**src/core/cef_pkg.sv**
```systemverilog
// Purpose: Constants for the charger event flag and mask logic
// Assumes: Registers are reached through a simple internal register port
// Notes: Operation
// Operation
// - Current regulation rising edge sets flag bit 6
// - Voltage regulation rising edge sets flag bit 5
// - Die thermal regulation rise sets bit 4
// - Watchdog expiry status rise sets bit 3
// - Charge state code change sets bit 0
// - Power good toggle sets flag b bit 7
// - Input source code change sets bit 4
// - Battery zone code change sets bit 2
// - Optimizer state change sets bit 1
// - System floor entry or exit sets bit 0
// - Input overvoltage entry sets fault bit 7
// - Thermal shutdown entry sets fault bit 6
// - Battery overvoltage entry sets fault bit 5
// - Safety timer expiry rise sets bit 4
// - Reverse output fault sets fault bit 0
// - Reset and reset command clear; watchdog doesn't
// - Reserved bits read only, read zero
// - Mask bit 7 gates one-shot conversion done
// - Mask bit 6 gates current regulation pulse
// - Mask bit 5 gates voltage regulation pulse
// - Mask bit 4 gates die thermal pulse
// - Mask bit 3 gates watchdog pulse
// - Mask bit 0 gates charge change pulse
// - Rate 0 continuous, 1 single conversion
package cef_pkg;
    // Register offsets
    localparam logic [7:0] CEF_FLAGS_A_ADDR = 8'h0f;
    localparam logic [7:0] CEF_FLAGS_B_ADDR = 8'h10;
    localparam logic [7:0] CEF_FAULT_ADDR = 8'h11;
    localparam logic [7:0] CEF_MASK_A_ADDR = 8'h12;
    // Reset value of all four registers
    localparam logic [7:0] CEF_RESET_VAL = 8'h00;
    // Implemented bits of each register
    localparam logic [7:0] CEF_FLAGS_A_USED = 8'h79;
    localparam logic [7:0] CEF_FLAGS_B_USED = 8'h97;
    localparam logic [7:0] CEF_FAULT_USED = 8'hf1;
    localparam logic [7:0] CEF_MASK_A_USED = 8'hf9;
    // Field positions, flags a and mask a
    localparam int CEF_BIT_CONV_DONE = 7;
    localparam int CEF_BIT_CUR_REG = 6;
    localparam int CEF_BIT_VOLT_REG = 5;
    localparam int CEF_BIT_DIE_REG = 4;
    localparam int CEF_BIT_WDOG = 3;
    localparam int CEF_BIT_CHARGE = 0;
    // Field positions, flags b
    localparam int CEF_BIT_PGOOD = 7;
    localparam int CEF_BIT_SOURCE = 4;
    localparam int CEF_BIT_ZONE = 2;
    localparam int CEF_BIT_OPTIM = 1;
    localparam int CEF_BIT_SYSFLOOR = 0;
    // Field positions, fault flags
    localparam int CEF_BIT_IN_OVP = 7;
    localparam int CEF_BIT_TSHUTDN = 6;
    localparam int CEF_BIT_BAT_OVP = 5;
    localparam int CEF_BIT_TIMER = 4;
    localparam int CEF_BIT_REVOUT = 0;
    // Conversion rate encoding
    localparam logic CEF_RATE_SINGLE = 1'b1;
    // Alert pulse width in cycles
    localparam int CEF_ALERT_CYCLES = 1;
endpackage : cef_pkg

```
**src/core/cef_event_logic.sv**
```systemverilog
// Purpose: Event flag capture, mask register and host alert pulse
// Assumes: Status signals are asynchronous levels; register port is local
// Notes: Flags clear on read; a new event in the read cycle stays set
`timescale 1ns/1ps
module cef_event_logic (
    // Clock and reset
    input wire logic clk,
    input wire logic rstn,
    // Register port
    input wire logic reg_rd,
    input wire logic reg_wr,
    input wire logic [7:0] reg_addr,
    input wire logic [7:0] reg_wdata,
    input wire logic reg_reset_cmd,
    input wire logic watchdog_expired,
    output logic [7:0] reg_rdata,
    output logic reg_rvalid,
    // Regulation and status inputs
    input wire logic input_current_regulation,
    input wire logic input_voltage_regulation,
    input wire logic die_thermal_regulation,
    input wire logic watchdog_expiry_status,
    input wire logic [2:0] charge_state_code,
    input wire logic power_good,
    input wire logic [2:0] input_source_code,
    input wire logic [2:0] battery_temp_zone_code,
    input wire logic [1:0] current_optimizer_state,
    input wire logic minimum_system_regulation,
    // Fault inputs
    input wire logic input_overvoltage,
    input wire logic thermal_shutdown,
    input wire logic battery_overvoltage,
    input wire logic safety_timer_expired,
    input wire logic reverse_output_fault,
    // Conversion engine
    input wire logic conversion_rate,
    input wire logic conversion_done,
    // Host alert
    output logic host_alert
);
    import cef_pkg::*;

    // Width of the gathered source word: sixteen fields, 23 bits
    localparam int SW = 23;

    typedef struct packed {
        logic [SW-1:0] prev;
        logic primed;
        logic [7:0] flags_a;
        logic [7:0] flags_b;
        logic [7:0] fault;
        logic [7:0] mask_a;
        logic [7:0] rdata;
        logic rvalid;
        logic alert;
    } cef_state_t;

    cef_state_t st_reg;
    cef_state_t st_next;

    logic [SW-1:0] raw;
    logic [SW-1:0] cur;

    // Rise detector shared by the single-bit sources except power good and system floor; change detector for 3-bit codes
    function automatic logic rise(input logic now, input logic was);
        return now & ~was;
    endfunction : rise

    function automatic logic changed(input logic [2:0] now,
                                     input logic [2:0] was);
        return |(now ^ was);
    endfunction : changed

    // Gather every asynchronous source into one synchronised word
    assign raw = {conversion_done, reverse_output_fault,
                  safety_timer_expired, battery_overvoltage,
                  thermal_shutdown, input_overvoltage,
                  minimum_system_regulation, current_optimizer_state,
                  battery_temp_zone_code, input_source_code, power_good,
                  charge_state_code, watchdog_expiry_status,
                  die_thermal_regulation, input_voltage_regulation,
                  input_current_regulation};

    cef_sync #(
        .W(SW)
    ) u_sync (
        .clk(clk),
        .rstn(rstn),
        .d(raw),
        .q(cur)
    );

    // Synchronised fields, bit order matches the concatenation above
    logic s_cur_reg, s_volt_reg, s_die_reg, s_wdog;
    logic [2:0] s_charge, s_source, s_zone;
    logic s_pgood, s_sysfloor, s_in_ovp, s_thermal_shutdown, s_bat_ovp;
    logic s_timer, s_revout, s_done;
    logic [1:0] s_optim;
    logic p_cur_reg, p_volt_reg, p_die_reg, p_wdog;
    logic [2:0] p_charge, p_source, p_zone;
    logic p_pgood, p_sysfloor, p_in_ovp, p_thermal_shutdown, p_bat_ovp;
    logic p_timer, p_revout, p_done;
    logic [1:0] p_optim;

    assign {s_done, s_revout, s_timer, s_bat_ovp, s_thermal_shutdown, s_in_ovp,
            s_sysfloor, s_optim, s_zone, s_source, s_pgood, s_charge,
            s_wdog, s_die_reg, s_volt_reg, s_cur_reg} = cur;
    assign {p_done, p_revout, p_timer, p_bat_ovp, p_thermal_shutdown, p_in_ovp,
            p_sysfloor, p_optim, p_zone, p_source, p_pgood, p_charge,
            p_wdog, p_die_reg, p_volt_reg, p_cur_reg} = st_reg.prev;

    logic [7:0] ev_a, ev_b, ev_f, unmasked_a;
    logic done_ev;

    // Edge and change detection; suppressed until a first sample exists
    always_comb begin
        ev_a = 8'h00;
        ev_b = 8'h00;
        ev_f = 8'h00;
        done_ev = 1'b0;
        if (st_reg.primed) begin
            ev_a[CEF_BIT_CUR_REG] = rise(s_cur_reg, p_cur_reg);
            ev_a[CEF_BIT_VOLT_REG] = rise(s_volt_reg, p_volt_reg);
            ev_a[CEF_BIT_DIE_REG] = rise(s_die_reg, p_die_reg);
            ev_a[CEF_BIT_WDOG] = rise(s_wdog, p_wdog);
            ev_a[CEF_BIT_CHARGE] = changed(s_charge, p_charge);
            ev_b[CEF_BIT_PGOOD] = s_pgood ^ p_pgood;
            ev_b[CEF_BIT_SOURCE] = changed(s_source, p_source);
            ev_b[CEF_BIT_ZONE] = changed(s_zone, p_zone);
            ev_b[CEF_BIT_OPTIM] = |(s_optim ^ p_optim);
            ev_b[CEF_BIT_SYSFLOOR] = s_sysfloor ^ p_sysfloor;
            ev_f[CEF_BIT_IN_OVP] = rise(s_in_ovp, p_in_ovp);
            ev_f[CEF_BIT_TSHUTDN] = rise(s_thermal_shutdown, p_thermal_shutdown);
            ev_f[CEF_BIT_BAT_OVP] = rise(s_bat_ovp, p_bat_ovp);
            ev_f[CEF_BIT_TIMER] = rise(s_timer, p_timer);
            ev_f[CEF_BIT_REVOUT] = rise(s_revout, p_revout);
            // Completion only counts in single-conversion mode
            done_ev = rise(s_done, p_done)
                      & (conversion_rate == CEF_RATE_SINGLE);
        end
        // A mask bit of one suppresses the alert for that event
        unmasked_a = 8'h00;
        unmasked_a[CEF_BIT_CONV_DONE] = done_ev
            & ~st_reg.mask_a[CEF_BIT_CONV_DONE];
        unmasked_a[CEF_BIT_CUR_REG] = ev_a[CEF_BIT_CUR_REG]
            & ~st_reg.mask_a[CEF_BIT_CUR_REG];
        unmasked_a[CEF_BIT_VOLT_REG] = ev_a[CEF_BIT_VOLT_REG]
            & ~st_reg.mask_a[CEF_BIT_VOLT_REG];
        unmasked_a[CEF_BIT_DIE_REG] = ev_a[CEF_BIT_DIE_REG]
            & ~st_reg.mask_a[CEF_BIT_DIE_REG];
        unmasked_a[CEF_BIT_WDOG] = ev_a[CEF_BIT_WDOG]
            & ~st_reg.mask_a[CEF_BIT_WDOG];
        unmasked_a[CEF_BIT_CHARGE] = ev_a[CEF_BIT_CHARGE]
            & ~st_reg.mask_a[CEF_BIT_CHARGE];
    end

    logic rd_a, rd_b, rd_f;
    assign rd_a = reg_rd && (reg_addr == CEF_FLAGS_A_ADDR);
    assign rd_b = reg_rd && (reg_addr == CEF_FLAGS_B_ADDR);
    assign rd_f = reg_rd && (reg_addr == CEF_FAULT_ADDR);

    // Next-state: read clears, but a same-cycle event wins over the clear
    always_comb begin
        st_next = st_reg;
        st_next.prev = cur;
        st_next.primed = 1'b1;
        st_next.flags_a = (rd_a ? 8'h00 : st_reg.flags_a) | ev_a;
        st_next.flags_b = (rd_b ? 8'h00 : st_reg.flags_b) | ev_b;
        st_next.fault = (rd_f ? 8'h00 : st_reg.fault) | ev_f;
        st_next.flags_a = st_next.flags_a & CEF_FLAGS_A_USED;
        st_next.flags_b = st_next.flags_b & CEF_FLAGS_B_USED;
        st_next.fault = st_next.fault & CEF_FAULT_USED;
        // Only writable mask fields take data
        if (reg_wr && (reg_addr == CEF_MASK_A_ADDR)) begin
            st_next.mask_a = reg_wdata & CEF_MASK_A_USED;
        end
        // Read data returns the value before any clear
        st_next.rvalid = reg_rd;
        st_next.rdata = 8'h00;
        if (reg_rd) begin
            case (reg_addr)
                CEF_FLAGS_A_ADDR: st_next.rdata = st_reg.flags_a;
                CEF_FLAGS_B_ADDR: st_next.rdata = st_reg.flags_b;
                CEF_FAULT_ADDR: st_next.rdata = st_reg.fault;
                CEF_MASK_A_ADDR: st_next.rdata = st_reg.mask_a;
                default: st_next.rdata = 8'h00;
            endcase
        end
        // Second mask and fault mask live elsewhere, so those events
        // alert unconditionally here; one-cycle pulse per event cycle
        st_next.alert = (|unmasked_a) | (|ev_b) | (|ev_f);
        // Register reset command clears everything it owns; the
        // watchdog input is deliberately not used here
        if (reg_reset_cmd) begin
            st_next.flags_a = CEF_RESET_VAL;
            st_next.flags_b = CEF_RESET_VAL;
            st_next.fault = CEF_RESET_VAL;
            st_next.mask_a = CEF_RESET_VAL;
            st_next.alert = 1'b0;
        end
    end

    // Unused watchdog expiry is kept as a port to document immunity
    logic unused_wdog;
    assign unused_wdog = watchdog_expired;

    always_ff @(posedge clk or negedge rstn) begin
        if (!rstn) begin
            st_reg <= '0;
        end else begin
            st_reg <= st_next;
        end
    end

    assign reg_rdata = st_reg.rdata;
    assign reg_rvalid = st_reg.rvalid;
    assign host_alert = st_reg.alert;
endmodule : cef_event_logic

```
**src/core/cef_sync.sv**
```systemverilog
// Purpose: Two-stage synchroniser for a bus of levels
// Assumes: Inputs come from outside the clock domain
// Notes: First stage is read only by the second
`timescale 1ns/1ps
module cef_sync #(
    parameter int W = 1
) (
    // Clock and reset
    input wire logic clk,
    input wire logic rstn,
    // Data
    input wire logic [W-1:0] d,
    output logic [W-1:0] q
);
    typedef struct packed {
        logic [W-1:0] s1;
        logic [W-1:0] s2;
    } cef_sync_t;

    cef_sync_t st_reg;
    cef_sync_t st_next;

    // Shift the pin value through both stages
    always_comb begin
        st_next = st_reg;
        st_next.s1 = d;
        st_next.s2 = st_reg.s1;
    end

    always_ff @(posedge clk or negedge rstn) begin
        if (!rstn) begin
            st_reg <= '0;
        end else begin
            st_reg <= st_next;
        end
    end

    assign q = st_reg.s2;
endmodule : cef_sync

```
**config.mk**
```make
export PLATFORM = sky130hd
export DESIGN_NAME = cef_event_logic
export DESIGN_NICKNAME = d
export VERILOG_FILES = /design/src/core/cef_pkg.sv /design/src/core/cef_event_logic.sv /design/src/core/cef_sync.sv
export SDC_FILE = /design/constraint.sdc
export NUM_CORES = 1
export LEC_CHECK = 0
export BUFFER_PORTS_ARGS = -buffer_cell sky130_fd_sc_hd__buf_2
export CORE_ASPECT_RATIO = 1.4
export CORE_UTILIZATION = 59
export CTS_CLUSTER_SIZE = 40
export DETAILED_ROUTE_END_ITERATION = 8
export PLACE_DENSITY = 0.81
export SLEW_MARGIN = 20
export SYNTH_ARGS = -nofsm -noshare
export SYNTH_HDL_FRONTEND = slang
export SYNTH_SLANG_ARGS = --single-unit
```
**constraint.sdc**
```tcl
create_clock -name clk -period 2.2 [get_ports clk]
set_input_delay 0.44 -clock clk [delete_from_list [all_inputs] [get_ports clk]]
set_output_delay 0.44 -clock clk [all_outputs]
set_load 0.03 [all_outputs]
```
==> results.tsv, run 1 <==
stage	metric	value	unit
critical_path	path_cells	buf_2, nor3b_1, nand4_2, mux2i_1, nor2_1	
timing	timing.final.crit_period	1.52	ns
status	outcome	finished clean	
die	die_area	6110	sq um
die	initial_core_util	0.614	
timing	setup_violations	0	
critical_path	reg2reg_from	st_reg[17]	
critical_path	worstSetupPathType	input port to register	
clocking	root_buffer	clkbuf_8	
layout	syn_to_final_growth	14.5	%
timing	slew_violations	0	
detailed_routing	via_count	1994	
critical_path	crit_path_start	reg_addr[4]	
logic_synthesis	ys_async_sr_fraction	1.00	
timing	fin_ws	0.675	ns
critical_path	r2r_cells	4	
detailed_routing	drt_iter0_drc	155	
critical_path	arrival	1.76	ns
detailed_routing	drt_wl_total	5530	um
timing	fin_crit_sh	0.693	
clocking	cts_tree	yes	
grt	antenna_found_initial	0	
layout	stdcell_count	365	
detailed_routing	dr.pass1.iters	4	
critical_path	r2r_slack	0.82	ns
clocking	clk_pin_slew	0.10	ns
timing	finClkSkew	0.0123	ns
layout	num_antenna_cells	0	
timing	max-slew-margin-rel	0.640	
logic_synthesis	synth_cell_types	37	
place	place_inst	349	
clocking	cts_max_path_buffers	2	
timing	fmax	656	MHz
die	die_w	66.3	um
timing	rsz0062_at_grt	no	
grt	grt_max_degree	48	
logic_synthesis	seq_area_frac_synth	0.739	
grt	grt_pass1_vias	2094	
critical_path	cp-start-kind	input port	
layout	fin_util	0.704	
logic_synthesis	synth_area_leaders	dfrtp_1 (74%), nor2_1 (2.7%), xnor2_1 (2.3%)	
grt	grt-busiest-layer	met2	
logic_synthesis	ys.flop_type	dfrtp_1	
detailed_routing	route.detailed.drc	0	
logic_synthesis	synthTopCellsByCount	dfrtp_1 (101), nor2_1 (25), a22oi_1 (10), xnor2_1 (9), buf_4 (8)	
clocking	clock_latency	0.36	ns
critical_path	slowest_stage	nor3b_1	
power_and_ir_drop	pwr_density_cell	826	nW/um^2
detailed_routing	antenna_left	0	
die	io_pins	56	
clocking	post_cts_buffers	0	
critical_path	cp_max_fo	6	
logic_synthesis	avgSynthCellArea	14.4	sq um
place	gp_congestion	0.866	
power_and_ir_drop	fin_total_pwr	3.24	mW
logic_synthesis	synth.cell_area	3420	sq um
critical_path	end_kind	register	
logic_synthesis	ys_warn_count	0	
place	numPortBuffers	52	
clocking	cts.sinks	101	
clocking	cts.htree.levels	3	
grt	grt_overflow_total	0	
grt	met3_usage	0.0522	
layout	num-nets-final	338	
logic_synthesis	synth_top_area_share	0.739	
clocking	cts_buffers	9	
grt	grt_util_met2	0.346	
clocking	cts_hold_buf	0	
logic_synthesis	synth_top_area_cell	dfrtp_1	
place	dp_hpwl	3970	um
grt	grt_use_total	0.220	
logic_synthesis	synth-edff-count	0	
die	chipHeight	92.1	um
logic_synthesis	synth.most_common_cell	dfrtp_1	
logic_synthesis	syn_nets	284	
critical_path	reg2reg_to	host_alert	
grt	grt_pass1_wl	9520	um
critical_path	crit_end	st_reg[14]	
run	maxCapViolCount	0	
min_path	hold_class	input port to asynchronous set/reset pin	
power_and_ir_drop	ir_drop	0.000554	V
timing	worst_pin_slew	0.539	ns
critical_path	cp.required	2.44	ns
logic_synthesis	synthCells	238	
clocking	cts.repair.resized	0	
detailed_routing	detail_route.wl_per_cell	15.1	um
timing	finalHoldViolCount	0	
place	dp_slack	0.313	ns
grt	grtUsageMet1	0.264	
power_and_ir_drop	p_leak	1.89	nW
timing	setup_tns	0	ns
layout	drive_gt1_frac	0.259	
detailed_routing	viasPerCell	5.46	
die	core_area	5570	sq um
logic_synthesis	synth_seq_cells	101	
critical_path	slowest_delay	0.47	ns
die	fp-row-count	32	
[layer usage]
layer / part of all wire / routed length (um)
met4: 0.048 / 264
met2: 0.49 / 2700
met1: 0.42 / 2300
met3: 0.048 / 264
met5: 0 / 0
[metrics by stage]
step | area (sq um) | hold slack [ns]
2_1_floorplan | 3420 | 0.144
3_3_place_gp | 3730 | 0.331
3_5_place_dp | 3730 | 0.335
4_1_cts | 3920 | 0.0522
5_1_grt | 3920 | 0.0736
6_report | 3920 | 0.0460
[cells by family (layout without fill, tap and decap cells)]
family          count (synthesis)  after routing  synth area share
compound gates                 32             32            0.0666
xor+xnor                       13             13            0.0333
buf+inv                        19             78            0.0296
flops                         101            101             0.739
mux                             9              9            0.0271
other cells                     1              1           0.00110
simple gates                   63             63             0.103
[layout make-up]
| class | instances | area (sq um) |
|---|---|---|
| Clock inverter | 5 | 43.8 |
| Multi-Input combinational cell | 118 | 791 |
| Inverter | 6 | 22.5 |
| Sequential cell | 101 | 2530 |
| Tap cell | 68 | 85.1 |
| Fill cell | 382 | 1650 |
| Timing Repair Buffer | 56 | 305 |
| Clock buffer | 11 | 141 |
[worst max-delay path, delay by kind of cell]
family	cells	cell delay, ns
buffers and inverters	1	0.12
multiplexers	1	0.27
AND/OR/NAND/NOR	3	0.92
[report_power, final]
| group | switching [mW] | internal, mW |
|---|---|---|
| sequential | 0.0417 | 1.94 |
| clock | 0.612 | 0.457 |
| combinational | 0.106 | 0.0815 |
| total | 0.759 | 2.48 |
[worst min path at each step]
stage	endpoint	startpoint	slack, ns	depth (start not counted)
floorplan	host_alert	rstn	0.14	0
global placement	u_sync.q[22]	u_sync.st_next[22]	0.33	0
detailed placement	u_sync.q[0]	u_sync.st_next[0]	0.33	0
CTS	st_reg[15]	rstn	0.05	1
global route	u_sync.st_next[15]	rstn	0.07	1
finish	p_thermal_shutdown	rstn	0.05	1
[layout by cell type (no fill, tap or decap), types with 2 or more instances in the layout]
cell type | synthesis | layout
nand4b_1 | 2 | 2
a2bb2oi_1 | 2 | 2
nor3b_1 | 3 | 3
mux2i_1 | 7 | 7
a21oi_1 | 5 | 5
inv_6 | 0 | 2
nor3_1 | 3 | 3
a31oi_1 | 2 | 2
o21ai_0 | 2 | 2
clkinv_4 | 0 | 3
xor2_1 | 4 | 4
nand3_1 | 2 | 2
a32oi_1 | 6 | 6
buf_4 | 8 | 4
and4_1 | 2 | 2
nor2b_1 | 6 | 6
clkbuf_8 | 0 | 10
nor4_1 | 2 | 2
buf_2 | 0 | 51
and3_1 | 3 | 3
nand2b_1 | 2 | 2
xnor2_1 | 9 | 9
nand2_1 | 5 | 5
nor2_1 | 25 | 25
nand4_1 | 2 | 2
mux2_2 | 2 | 2
inv_1 | 6 | 6
a22oi_1 | 10 | 10
dfrtp_1 | 101 | 101
o21ai_1 | 2 | 2
No activity file was read; power rests on OpenSTA's default activity.
==> run 2, diff against run 1 <==
--- a/config.mk
+++ b/config.mk
@@ -7,10 +7,10 @@
 export LEC_CHECK = 0
 export BUFFER_PORTS_ARGS = -buffer_cell sky130_fd_sc_hd__buf_2
 export CORE_ASPECT_RATIO = 1.4
-export CORE_UTILIZATION = 59
+export CORE_UTILIZATION = 49
 export CTS_CLUSTER_SIZE = 40
 export DETAILED_ROUTE_END_ITERATION = 8
-export PLACE_DENSITY = 0.81
+export PLACE_DENSITY = 0.72
 export SLEW_MARGIN = 20
 export SYNTH_ARGS = -nofsm -noshare
 export SYNTH_HDL_FRONTEND = slang
==> constraint.sdc (replaced) <==
create_clock -name clk -period 1.2 [get_ports clk]
set_input_delay 0.24 -clock clk [delete_from_list [all_inputs] [get_ports clk]]
set_output_delay 0.24 -clock clk [all_outputs]
set_load 0.03 [all_outputs]
==> run 2 against run 1 <==
Clock-buffer cell count is 2 lower; critical path depth decreased by 1; design area up 16%; combinational power grew to 2.6 times the previous value; sequential power increased by 83%; the run now ends with negative setup slack left; final cell count is 20% higher.
==> results.tsv, run 2 (synthesis results as in run 1) <==
stage	metric	value	unit	change
grt	grt_max_degree	40		-17%
detailed_routing	wl_met1	2490	um	+8.3%
grt	antenna_found_initial	0		unchanged
critical_path	cp_max_fo	2		-4
clocking	root_buffer	clkbuf_8		
critical_path	cp.required	1.46	ns	-0.98 ns
detailed_routing	drt_wl_total	6150	um	+11%
place	place_inst	396		+13%
die	die_w	72.6	um	+9.4%
die	die_area	7320	sq um	+20%
detailed_routing	antenna_left	0		unchanged
critical_path	end_kind	register		
layout	final_common_cell	dfrtp_1		
detailed_routing	route.detailed.drc	0		unchanged
layout	drive_gt1_frac	0.334		+0.0750
timing	fin_crit_sh	1.09		
min_path	hold_class	input port to register		
critical_path	cp-start-kind	register		
detailed_routing	wl_met3	308	um	+17%
critical_path	worstSetupPathType	register to register		
grt	grt_overflow_total	0		unchanged
grt	grt_pass1_vias	2211		+5.6%
clocking	clock_latency	0.36	ns	about the same
grt	grt_pass1_wl	9920	um	+4.2%
timing	setup_violations	6		+6
layout	num_antenna_cells	0		unchanged
layout	num-nets-final	388		+15%
clocking	cts.sinks	101		unchanged
clocking	cts_tree	yes		
grt	grt_use_total	0.187		-0.0332
layout	stdcell_count	439		+20%
detailed_routing	drt_iter0_drc	153		-1.3%
die	io_pins	56		unchanged
timing	rsz0062_at_grt	yes		
die	fp-row-count	35		+9.4%
die	chipHeight	101	um	+9.5%
layout	syn_to_final_growth	32.8	%	
clocking	cts.htree.levels	3		unchanged
timing	finalHoldViolCount	0		unchanged
die	core_area	6660	sq um	+20%
place	dp_hpwl	4150	um	+4.5%
die	initial_core_util	0.514		-0.101
power_and_ir_drop	p_leak	2.17	nW	+15%
power_and_ir_drop	pwr_density_cell	1450	nW/um^2	+76%
clocking	cts_buffers	9		unchanged
detailed_routing	via_count	2162		+8.4%
status	violations	negative setup slack		
timing	fin_ws	-0.110	ns	-0.785 ns
run	maxCapViolCount	0		unchanged
place	gp_congestion	0.856		-1.1%
power_and_ir_drop	ir_drop	0.000969	V	+75%
detailed_routing	viasPerCell	4.92		-9.9%
timing	slew_violations	0		unchanged
timing	finClkSkew	0.00685	ns	-0.00547 ns
timing	setup_tns	-0.379	ns	-0.379 ns
timing	fmax	763	MHz	
detailed_routing	wl_met2	3150	um	+17%
layout	layout_common_cells	dfrtp_1 (101), buf_2 (49), buf_4 (29)		
clocking	clk_pin_slew	0.09	ns	about the same
place	numPortBuffers	52		unchanged
detailed_routing	top_layer	met4		
timing	timing.final.crit_period	1.31	ns	
detailed_routing	detail_route.wl_per_cell	14.0	um	-7.5%
clocking	cts_max_path_buffers	2		unchanged
critical_path	arrival	1.57	ns	-0.19 ns
detailed_routing	dr.pass1.iters	4		unchanged
status	outcome	finished with violations		
run 2: cell types whose count changed in the layout (fill, tap and decap cells not counted), sizes merged:
| cell | delta |
|---|---|
| clkbuf | -2 |
| clkinv | -2 |
| dlygate4sd3 | +24 |
| clkinvlp | +1 |
| buf | +26 |
| bufinv | +3 |
run 2: what timing repair did:
| item | CTS | global route |
|---|---|---|
| resized for setup | 5 | 8 |
| gates cloned | 0 | 0 |
| pin swaps | 9 | 12 |
| endpoints found under the setup margin | 6 | 16 |
| hold endpoints to repair | 41 | 0 |
| setup buffers | 1 | 2 |
| hold buffers | 24 | 0 |
run 2: area by class of cell:
| class | instances | area (sq um) |
|---|---|---|
| clock buffer | 9 | 124 |
| clock inverter | 7 | 120 |
| fill | 486 | 2120 |
| inverter | 6 | 22.5 |
| multi-input combinational | 118 | 866 |
| sequential | 101 | 2530 |
| tap | 92 | 115 |
| timing repair buffer | 106 | 766 |
run 2: report_power, final:
| group | total (mW) | internal, mW | leakage, nW | switching [mW] |
|---|---|---|---|---|
| logic | 0.477 | 0.248 | 0.820 | 0.229 |
| clock network | 2.50 | 1.39 | 0.120 | 1.10 |
| registers | 3.63 | 3.55 | 1.23 | 0.0749 |
| total | 6.60 | 5.20 | 2.17 | 1.41 |
run 2: path summary, 6_finish.rpt:
check                                        start            to  slack, ns  depth (start not counted)
min in group asynchronous                     rstn  u_sync.q[17]       0.31                          2
worst min register to register  u_sync.st_next[20]  u_sync.q[20]       0.35                          0
worst max-delay path                    st_reg[17]    host_alert      -0.11                          4
max in group asynchronous                     rstn     p_zone[2]       0.36                          3
worst min-delay path                        reg_rd    reg_rvalid       0.06                          1
worst max register to register          st_reg[17]    host_alert      -0.11                          4
run 2: routing by layer:
metal  GRT usage  up-vias
li1            -     1026
met1       0.220     1046
met2       0.302       74
met3      0.0520       16
met4       0.115        0
met5           0        -
run 2: metrics by stage:
stage | cell area (sq um) | power (mW) | utilization | setup slack, ns | hold WS (ns)
finish | 4540 | 6.60 | 0.682 | -0.110 | 0.0561
global route | 4540 | 6.88 | 0.682 | -0.161 | 0.0443
CTS | 4480 | 6.66 | 0.673 | -0.130 | 0.0401
detailed placement | 3960 | 4.10 | 0.594 | -0.451 | 0.147
global placement | 3960 | 4.08 | 0.594 | -0.408 | 0.139
floorplan | 3430 | 3.84 | - | -0.266 | -0.0556
run 2: critical path, cell delays in order, from the launching register on:
cell	delay [ns]
dfrtp_1	0.40
nor4bb_2	0.32
nor2_1	0.08
and4_1	0.15
a311oi_1	0.26
==> run 3, diff against run 2 <==
--- a/config.mk
+++ b/config.mk
@@ -11,6 +11,7 @@
 export CTS_CLUSTER_SIZE = 40
 export DETAILED_ROUTE_END_ITERATION = 8
 export PLACE_DENSITY = 0.72
+export SKIP_CTS_REPAIR_TIMING = 1
 export SLEW_MARGIN = 20
 export SYNTH_ARGS = -nofsm -noshare
 export SYNTH_HDL_FRONTEND = slang
==> constraint.sdc (replaced) <==
create_clock -name clk -period 1.2 [get_ports clk]
set_input_delay 0.24 -clock clk [delete_from_list [all_inputs] [get_ports clk]]
set_output_delay 0.24 -clock clk [all_outputs]
set_load 0.1 [all_outputs]
==> run 3 against run 2 <==
The flow still finishes with violations (negative setup slack); worst setup slack worse by 0.0040 ns; via count down 1.3%; critical path depth up 1; sequential share of layout area down 0.82 points; utilization up 1.0 points; final cell count unchanged; non-clock buffer count unchanged; first-iteration DRC count up 1.3%; wire length down 3.7%; highest routed layer unchanged.
==> results.tsv, run 3 (synthesis results as in run 1) <==
stage	metric	value	unit	change
timing	fin_crit_sh	1.10		+0.00332
power_and_ir_drop	switching_power	1.41	mW	+0.55%
grt	grt_max_degree	36		-10%
power_and_ir_drop	fin_total_pwr	6.01	mW	-9.0%
timing	fin_ws	-0.114	ns	-0.00399 ns
die	fp-row-count	35		unchanged
timing	timing.final.crit_period	1.31	ns	+0.00399 ns
timing	slew_violations	0		unchanged
clocking	root_buffer	clkbuf_8		
min_path	hold_path.startpoint	reg_wdata[0]		
grt	grt_pass1_vias	2041		-7.7%
critical_path	end_kind	register		
layout	syn_to_final_growth	34.8	%	
power_and_ir_drop	ir_drop	0.000804	V	-17%
die	io_pins	56		unchanged
detailed_routing	wl_met3	249	um	-19%
place	gp_congestion	0.899		+5.0%
clocking	cts.htree.levels	3		unchanged
die	die_w	72.6	um	unchanged
clocking	clock_latency	0.35	ns	about the same
power_and_ir_drop	p_comb_frac	0.086		+0.014
detailed_routing	dr.pass1.iters	4		unchanged
place	numPortBuffers	52		unchanged
detailed_routing	wl_met2	3150	um	about the same
grt	grt_use_total	0.175		-0.0118
die	core_area	6660	sq um	unchanged
layout	fill_cells	474		-2.5%
clocking	cts_tree	yes		
power_and_ir_drop	clkPwrFrac	0.310		-0.068
critical_path	r2r_cells	4		unchanged
detailed_routing	wl_met1	2370	um	-4.9%
critical_path	cp-start-kind	input port		
die	die_area	7320	sq um	unchanged
power_and_ir_drop	intPower	4.59	mW	-12%
min_path	hold_class	input port to register		
place	dp_slack	-0.453	ns	-0.00155 ns
detailed_routing	via_count	2134		-1.3%
grt	antenna_found_initial	0		unchanged
grt	grt_pass1_wl	9340	um	-5.8%
run	maxCapViolCount	0		unchanged
timing	finClkSkew	0.0122	ns	+0.00532 ns
critical_path	worstSetupPathType	input port to register		
place	place_inst	398		+0.51%
detailed_routing	drt_wl_total	5930	um	-3.7%
power_and_ir_drop	p_seq_frac	0.604		+0.054
clocking	cts_buffers	9		unchanged
detailed_routing	top_layer	met4		
critical_path	crit_path_start	reg_addr[6]		
detailed_routing	route.detailed.drc	0		unchanged
detailed_routing	drt_iter0_drc	155		+1.3%
critical_path	arrival	1.54	ns	-0.03 ns
clocking	clk_pin_slew	0.09	ns	about the same
timing	fmax	761	MHz	-0.30%
power_and_ir_drop	sw_frac_of_total	0.235		+0.0224
detailed_routing	viasPerCell	4.86		-1.3%
power_and_ir_drop	pwr_density_cell	1300	nW/um^2	-10%
critical_path	cp_max_fo	5		+3
status	outcome	finished with violations		
status	violations	negative setup slack		
detailed_routing	detail_route.wl_per_cell	13.5	um	-3.7%
detailed_routing	antenna_left	0		unchanged
critical_path	reg2reg_from	st_reg[17]		
critical_path	path_cells	buf_6, or3_4, or4_4, a32oi_1, nor2_1		
power_and_ir_drop	p_leak	2.16	nW	-0.53%
layout	final_common_cell	dfrtp_1		
critical_path	slowest_stage	or4_4		
timing	rsz0062_at_grt	yes		
min_path	hold_depth	3		+2
clocking	cts.sinks	101		unchanged
layout	fin_util	0.692		+0.0101
clocking	cts_max_path_buffers	2		unchanged
layout	drive_gt1_frac	0.323		-0.0115
timing	setup_violations	6		unchanged
layout	layout_common_cells	dfrtp_1 (101), buf_2 (39), buf_4 (28)		
layout	num-nets-final	388		unchanged
die	chipHeight	101	um	unchanged
place	dp_hpwl	4270	um	+2.9%
layout	stdcell_count	439		unchanged
critical_path	slowest_delay	0.57	ns	+0.17 ns
layout	num_antenna_cells	0		unchanged
critical_path	cp.required	1.43	ns	-0.03 ns
die	initial_core_util	0.514		unchanged
grt	grt_overflow_total	0		unchanged
timing	finalHoldViolCount	0		unchanged
==> run 3: critical path: cells and delay by family <==
| family | cells | cell delay [ns] |
|---|---|---|
| buffers and inverters | 1 | 0.09 |
| and+or+nand+nor | 3 | 1.02 |
| AOI/OAI and AO/OA | 1 | 0.19 |
==> run 3: final cells by class <==
class | instances | area, sq um | area share
flip-flops and latches | 101 | 2530 | 0.548
repair buffers | 106 | 928 | 0.201
multi-input cells | 118 | 843 | 0.183
clock buffers | 10 | 128 | 0.0277
well taps | 92 | 115 | 0.0250
clock inverters | 6 | 43.8 | 0.00950
inverters | 6 | 22.5 | 0.00489
==> run 3: power groups by stage <==
| stage | clock (mW) | combinational [mW] | sequential (mW) |
|---|---|---|---|
| after floorplan | 0 | 0.162 | 3.70 |
| after detailed placement | 0 | 0.444 | 3.70 |
| after global routing | 2.05 | 0.572 | 3.65 |
| final | 1.86 | 0.519 | 3.63 |
| after global placement | 0 | 0.434 | 3.69 |
| after CTS | 1.93 | 0.447 | 3.63 |
==> run 3: final timing paths <==
check	to	slack, ns
setup / recovery	st_reg[40]	-0.11
hold / removal	st_reg[10]	0.13
setup reg to reg	host_alert	-0.06
hold reg to reg	u_sync.q[1]	0.34
max in group asynchronous	p_revout	0.51
min in group asynchronous	u_sync.st_next[2]	0.27
==> run 3: metrics by stage <==
stage	hold WS [ns]	TNS, ns	instance area [sq um]
after floorplan	-0.0556	-1.78	3430
after global placement	0.103	-8.20	4130
after detailed placement	0.104	-9.13	4130
after CTS	-0.292	-0.333	4310
after global routing	0.133	-0.676	4610
final	0.125	-0.452	4610
==> run 3: layer usage <==
layer  up-vias  GRT usage
li1       1026          -
met2        66      0.300
met3        10     0.0380
met5         -          0
met1      1032      0.202
met4         0     0.0980
